$ cat src/verilog/wlsr_mode_pkg.sv
// shared constants and carrier types for the write latency / self refresh mode register
package wlsr_mode_pkg;

  // command bus widths
  localparam int unsigned ADDR_W      = 17;
  localparam int unsigned SEL_W       = 2;
  localparam logic [1:0]  SEL_THIS_REG = 2'h2;  // mode register select for this register

  // field positions inside the second_mode_register word
  localparam int unsigned CWL_LSB      = 3;
  localparam int unsigned CWL_MSB      = 5;
  localparam int unsigned ASR_BIT      = 6;
  localparam int unsigned SRT_BIT      = 7;
  localparam int unsigned RTTWR_LSB    = 9;
  localparam int unsigned RTTWR_MSB    = 10;

  // defined bits; everything else is reserved (16:11, 8, 2:0)
  localparam logic [16:0] DEFINED_MASK = 17'h006F8;

  // reset value of the stored word
  localparam logic [16:0] REG_RESET    = 17'h00000;

  // latency figures in clock cycles
  localparam int unsigned LAT_W        = 5;
  localparam logic [4:0]  CWL_BASE     = 5'h05;  // code 0 maps to this many cycles
  localparam int unsigned DELAY_DEPTH  = 32;     // pipe depth; the 5-bit total write delay reaches at most 31
  localparam logic [2:0]  BURST_CYCLES = 3'h4;   // eight data beats over four clocks

  // decoded mode settings
  typedef struct packed {
    logic [LAT_W-1:0] write_cas_delay;
    logic [LAT_W-1:0] total_write_delay;
    logic             auto_self_refresh;
    logic             forced_extended_temp_refresh;
    logic [1:0]       write_termination_value;
    logic             dyn_term_enable;
  } mode_fields_t;

  // termination in force on the data pins
  typedef struct packed {
    logic       use_write_value;
    logic [2:0] value;
  } term_select_t;

endpackage : wlsr_mode_pkg

$ cat src/verilog/write_delay_line.sv
// delay line from write command to first data capture and burst window
`timescale 1ns/100ps
`default_nettype none
module write_delay_line (
  // clock and control
  input  wire logic                           ref_clk,
  input  wire logic                           sys_rst,
  input  wire logic                           clk_en,
  // write commands and delay
  input  wire logic                           write_cmd,
  input  wire logic [wlsr_mode_pkg::LAT_W-1:0] total_write_delay,
  // capture timing
  output logic                                data_capture,
  output logic                                burst_active
);
  import wlsr_mode_pkg::*;

  logic [DELAY_DEPTH-1:0] pipe_reg;
  logic [2:0]             burst_cnt_reg;
  logic [2:0]             burst_cnt_next;
  wire                    capture_now;

  // tap chosen by the decoded delay; a delay of zero comes out of the decode only when the sum wraps, and gives no capture
  assign capture_now    = (total_write_delay != 5'h00) && pipe_reg[total_write_delay - 5'h01];
  assign burst_cnt_next = capture_now ? BURST_CYCLES
                        : (burst_cnt_reg != 3'h0) ? burst_cnt_reg - 3'h1 : 3'h0;

  // one bit per cycle since each write; back to back writes ride side by side
  always_ff @(posedge ref_clk) begin
    if (sys_rst) begin
      pipe_reg      <= '0;
      burst_cnt_reg <= 3'h0;
      data_capture  <= 1'b0;
      burst_active  <= 1'b0;
    end else if (clk_en) begin
      pipe_reg      <= {pipe_reg[DELAY_DEPTH-2:0], write_cmd};
      burst_cnt_reg <= burst_cnt_next;
      data_capture  <= capture_now;
      burst_active  <= burst_cnt_next != 3'h0;
    end
  end

endmodule : write_delay_line
`default_nettype wire

$ cat src/verilog/write_latency_self_refresh_mode_reg.sv
// second mode register: write latency, self refresh rate and dynamic termination decode
`timescale 1ns/100ps
`default_nettype none
// Functional notes
// - load only by register_load_command; settings persist
// - reloading never touches the memory array
// - bits 5:3 select write_cas_delay
// - total delay is write_cas_delay plus additive
// - bit 6 enables auto_self_refresh
// - auto mode doubles rate above 85C
// - auto mode may double rate earlier
// - bit 7 enables forced_extended_temp_refresh
// - forced mode always doubles refresh rate
// - both off gives single refresh rate
// - bits 10:9 select write termination value
// - write value replaces nominal during burst
// - no dynamic termination during write leveling
module write_latency_self_refresh_mode_reg (
  // clock, reset, enable
  input  wire logic                             ref_clk,
  input  wire logic                             sys_rst,
  input  wire logic                             clk_en,
  // command bus
  input  wire logic                             register_load_command,
  input  wire logic [wlsr_mode_pkg::SEL_W-1:0]  mode_reg_select,
  input  wire logic [wlsr_mode_pkg::ADDR_W-1:0] cmd_addr,
  input  wire logic                             write_cmd,
  // settings held in other mode registers
  input  wire logic [wlsr_mode_pkg::LAT_W-1:0]  additive_latency,
  input  wire logic [2:0]                       nominal_termination_value,
  input  wire logic                             write_leveling,
  // temperature sensor flags, asynchronous
  input  wire logic                             temp_above_85_async,
  input  wire logic                             temp_near_85_async,
  // decoded settings
  output wlsr_mode_pkg::mode_fields_t           mode_cfg,
  output logic                                  self_refresh_double_rate,
  // write data timing and termination
  output logic                                  data_capture,
  output logic                                  write_burst_active,
  output wlsr_mode_pkg::term_select_t           term_select
);
  import wlsr_mode_pkg::*;

  logic [ADDR_W-1:0] second_mode_register_reg;
  logic [1:0]        hot_sync_reg;
  logic [1:0]        near_sync_reg;
  mode_fields_t      mode_next;
  term_select_t      term_next;
  logic              rate_next;

  wire               load_hit;
  wire [ADDR_W-1:0]  defined_bits;
  wire [2:0]         cwl_code;
  wire [LAT_W-1:0]   cwl_cycles;
  wire [LAT_W-1:0]   wl_cycles;
  wire               dyn_enable;
  wire               capture_int;
  wire               burst_int;

  // a load with another select value belongs to a different mode register
  assign load_hit     = register_load_command && (mode_reg_select == SEL_THIS_REG);
  assign defined_bits = second_mode_register_reg & DEFINED_MASK;

  // latency decode: code n gives base plus n cycles
  assign cwl_code   = defined_bits[CWL_MSB:CWL_LSB];
  assign cwl_cycles = CWL_BASE + {2'b00, cwl_code};
  assign wl_cycles  = cwl_cycles + additive_latency;

  // dynamic termination enabled by any nonzero value, never in leveling
  assign dyn_enable = (defined_bits[RTTWR_MSB:RTTWR_LSB] != 2'b00) && !write_leveling;

  // decoded field bundle
  always_comb begin
    mode_next                              = '0;
    mode_next.write_cas_delay              = cwl_cycles;
    mode_next.total_write_delay            = wl_cycles;
    mode_next.auto_self_refresh            = defined_bits[ASR_BIT];
    mode_next.forced_extended_temp_refresh = defined_bits[SRT_BIT];
    mode_next.write_termination_value      = defined_bits[RTTWR_MSB:RTTWR_LSB];
    mode_next.dyn_term_enable              = dyn_enable;
  end

  // refresh rate: forced wins outright, auto follows the sensor; if software sets both
  // the result is still double rate, the safe side for data retention
  always_comb begin
    rate_next = 1'b0;
    if (defined_bits[SRT_BIT]) begin
      rate_next = 1'b1;
    end else if (defined_bits[ASR_BIT]) begin
      rate_next = hot_sync_reg[1] | near_sync_reg[1];
    end
  end

  // termination: write value only inside a write burst with dynamic mode on
  always_comb begin
    term_next = '0;
    if (dyn_enable && burst_int) begin
      term_next.use_write_value = 1'b1;
      term_next.value           = {1'b0, defined_bits[RTTWR_MSB:RTTWR_LSB]};
    end else begin
      term_next.value           = nominal_termination_value;
    end
  end

  // mode word: only a matching load changes it; the array is never touched here
  always_ff @(posedge ref_clk) begin
    if (sys_rst) begin
      second_mode_register_reg <= REG_RESET;
    end else if (clk_en && load_hit) begin
      second_mode_register_reg <= cmd_addr;
    end
  end

  // sensor flags come from another domain, two flops before use
  always_ff @(posedge ref_clk) begin
    if (sys_rst) begin
      hot_sync_reg  <= 2'b00;
      near_sync_reg <= 2'b00;
    end else if (clk_en) begin
      hot_sync_reg  <= {hot_sync_reg[0], temp_above_85_async};
      near_sync_reg <= {near_sync_reg[0], temp_near_85_async};
    end
  end

  // registered outputs, one cycle behind the stored word
  always_ff @(posedge ref_clk) begin
    if (sys_rst) begin
      mode_cfg                 <= '0;
      self_refresh_double_rate <= 1'b0;
      term_select              <= '0;
    end else if (clk_en) begin
      mode_cfg                 <= mode_next;
      self_refresh_double_rate <= rate_next;
      term_select              <= term_next;
    end
  end

  assign data_capture       = capture_int;
  assign write_burst_active = burst_int;

  // capture delay line driven by the decoded total delay
  write_delay_line u_delay (
    .ref_clk           (ref_clk),
    .sys_rst           (sys_rst),
    .clk_en            (clk_en),
    .write_cmd         (write_cmd),
    .total_write_delay (wl_cycles),
    .data_capture      (capture_int),
    .burst_active      (burst_int)
  );

endmodule : write_latency_self_refresh_mode_reg
`default_nettype wire

$ cat config.mk
export PLATFORM = sky130hd
export DESIGN_NAME = write_latency_self_refresh_mode_reg
export DESIGN_NICKNAME = d
export VERILOG_FILES = /design/src/verilog/wlsr_mode_pkg.sv /design/src/verilog/write_delay_line.sv /design/src/verilog/write_latency_self_refresh_mode_reg.sv
export SDC_FILE = /design/constraint.sdc
export NUM_CORES = 1
export LEC_CHECK = 0
export BUFFER_PORTS_ARGS = -buffer_cell sky130_fd_sc_hd__buf_2
export CORE_ASPECT_RATIO = 0.7
export CORE_MARGIN = 3
export CORE_UTILIZATION = 35
export CTS_BUF_LIST = sky130_fd_sc_hd__clkbuf_4 sky130_fd_sc_hd__clkbuf_8 sky130_fd_sc_hd__clkbuf_16
export DETAILED_ROUTE_END_ITERATION = 8
export GPL_ROUTABILITY_DRIVEN = 0
export PLACE_DENSITY = 0.66
export RECOVER_POWER = 50
export SYNTH_ARGS = -nofsm -noshare
export SYNTH_HDL_FRONTEND = slang
export SYNTH_SLANG_ARGS = --single-unit
$ cat constraint.sdc
create_clock -name ref_clk -period 3.25 [get_ports ref_clk]
set_input_delay 0.65 -clock ref_clk [delete_from_list [all_inputs] [get_ports ref_clk]]
set_output_delay 0.65 -clock ref_clk [all_outputs]
set_load 0.1 [all_outputs]
==> impl_metrics.ini <==
[detailed_routing]
viasPerCell = 4.931
firstDrtPassIters = 4
antenna_left = 0
wl_met3_um = 309
drt-met1-wl_um = 3080
drt_iter0_drc = 119
wire_per_inst_um = 13.82
wl_met2_um = 2751
route.detailed.drc = 0
maxUsedRoutingLayer = met4
num_vias = 2204
wirelength_um = 6178

[placement]
dp_slack_ns = -0.1109
place.detailed.hpwl_um = 4356
dp.cells = 431
port_buffers = 45
postPlaceCellArea_mm2 = 0.003364

[global_route]
grt_max_degree = 53
grt_pass1_vias = 2102
grt_usage_pct = 13.48
antenna_found_initial = 0
grt_remaining_overflow = 0
grt_pass1_wl_um = 10340

[timing]
fin_crit_sh_pct = 94.78
hold_viol = 0
hold_slack_ns = 0.4653
setup_violations = 0
fin_skew_ns = 0.006536
tightest_slew_ns = 1.508
period_minus_slack_ns = 3.080
fin_ws_ns = 0.1695
fmax_ghz = 0.3246
slew-limit-headroom_pct = -0.5501
slew_viol_final = 51

[finish]
layout_commonest_cell = nor2_1
final_net_count = 385
num-fill-cells = 772
final_cell_mix = nor2_1, dfxtp_1, mux2i_1
design_area_mm2 = 0.003686
final_cells = 447
insertedDiodeCount = 0
largest_register_ffs = 32
drive_above_1_share_pct = 25.14
area_growth_pct = 22.49

[yosys]
synth_top_area_cell = dfxtp_1
yosys_register_bits = 67
synth_nets = 339
synth-edff-count = 0
synthArstFlopShare_pct = 0
syn_area_mm2 = 0.003009
synth_top_area_share_pct = 44.57
ys.flop_type = dfxtp_1
synth_cell_types = 39
syn_inst = 295
avgSynthCellArea_um2 = 10.20
yosysSeqAreaShare_pct = 44.57
yosys-top-cells-area = dfxtp_1, mux2i_1, nor2_1
yosysWarnings = 0

[clocking]
clkLatencyLatePin_ns = 0.33
cts_tree = built
cts_buffer_depth = 2
root_buffer = clkbuf_16
cts_max_level = 3
cts_inserted_buffers = 9
clk_transition_reported_paths_ns = 0.05
cts_sinks = 67

[critical_path]
cp.buffers_inverters = 3
crit_top_cell = inv_1
crit_family = adder cells
worstSetupPathType = reg2reg
crit_path_max_fanout = 5
start_kind = flop
worst_ep_required_time_ns = 3.48
max_stage_delay_ns = 0.50
worst-endpoint-arrival_ns = 3.31
cp_cell_sequence = inv_1 -> ha_1 -> inv_1 -> fa_1 -> ha_2 -> mux4_2 -> mux2i_1 -> mux2i_2 -> buf_4 -> a32o_1 -> o32ai_1
crit_path_end_kind = flop
crit_path_top_delay_cell = mux4_2

[outcome]
status = finished, violations left
violations = max-capacitance violations, max-slew violations

[power]
combPwrFrac_pct = 15.6
power_switching_uw = 567.4
power_density_mw_per_mm2 = 578.3
ir_drop_mv = 0.2551
power_frac_clock_pct = 44.2
swShare_pct = 26.62
p_seq_share_pct = 40.1
p_int_uw = 1564
power_leakage_uw = 0.001719

[die]
core_mm2 = 0.008108
dieArea_mm2 = 0.009764
die_w_um = 116.8
rows = 27
ios = 57
initial_core_util_pct = 37.11
die_height_um = 83.58

[hold_path]
hp-class = reg2reg

[run]
maxCapViolCount = 1
-- metal layers --
layer | GRT usage (%) | vias to the layer above
met4 | 4.271 | 0
met5 | 0 | -
met1 | 18.15 | 1038
li1 | - | 1124
met2 | 19.62 | 35
met3 | 5.507 | 7
-- per-stage QoR --
step,util (%),total power [uW],setup TNS (ns)
floorplan,-,1121,0
global placement,41.50,1193,-0.2705
detailed placement,41.50,1199,-0.4247
CTS,45.12,2153,0
global route,45.46,2231,-0.001387
finish,45.46,2132,0
-- worst paths after layout --
path	startpoint	endpoint	slack, ns	depth (start not counted)
worst min-delay path	term_select[2]$_SDFFE_PP0P_	term_select[2]$_SDFFE_PP0P_	0.47	2
worst min register to register	term_select[2]$_SDFFE_PP0P_	term_select[2]$_SDFFE_PP0P_	0.47	2
worst max register to register	second_mode_register_reg[3]$_SDFFE_PP0P_	u_delay.burst_cnt_reg[0]$_SDFFE_PP0P_	0.17	11
worst max-delay path	second_mode_register_reg[3]$_SDFFE_PP0P_	u_delay.burst_cnt_reg[0]$_SDFFE_PP0P_	0.17	11
-- synth_stat cells, types with 2 or more instances --
master and instances:
a211oi_1 7, nand2_1 4, o32ai_1 3, dfxtp_1 67, nor2_1 67, nand3_1 2, ha_1 8, mux4_2 8
xnor2_1 4, a21oi_1 6, buf_1 8, or4_1 2, clkbuf_1 9, o21ai_0 2, mux2i_1 62, inv_1 13
-- area by class of cell --
cell class,instances,area (um2),area share (%)
multi-input combinational,196,1584,42.97
sequential,67,1343,36.42
timing repair buffer,54,290.3,7.875
clock buffer,11,240.2,6.517
tap,101,126.4,3.428
clock inverter,5,53.80,1.460
inverter,13,48.80,1.324
-- cells by family after synthesis --
family	after synthesis	share of synthesized area (%)
AO/OA/AOI/OAI	28	7.069
other	1	0.1246
XOR/XNOR	6	2.204
buffers and inverters	32	4.158
flip-flops	67	44.57
multiplexers	70	26.61
adder cells (fa/ha/maj)	9	3.992
AND/OR/NAND/NOR	82	11.27
-- what timing repair did --
action                                  CTS  global route
hold buffers                              0             0
endpoints found under the setup margin    0             5
gates resized for setup                   0             7
setup buffers                             0             0
-- tightest hold or removal path, stage by stage (launching register included) --
cell,delay [ns]
dfxtp_1,0.30
nand2_1,0.06
a21oi_1,0.05
-- power by group through the flow --
stage,combinational (uW),clock [uW],sequential [uW]
global route,357,1020,858
global placement,321,0,872
floorplan,157,0,963
CTS,327,971,855
finish,333,943,856
detailed placement,326,0,872
Power figures use the tool's default switching activity.
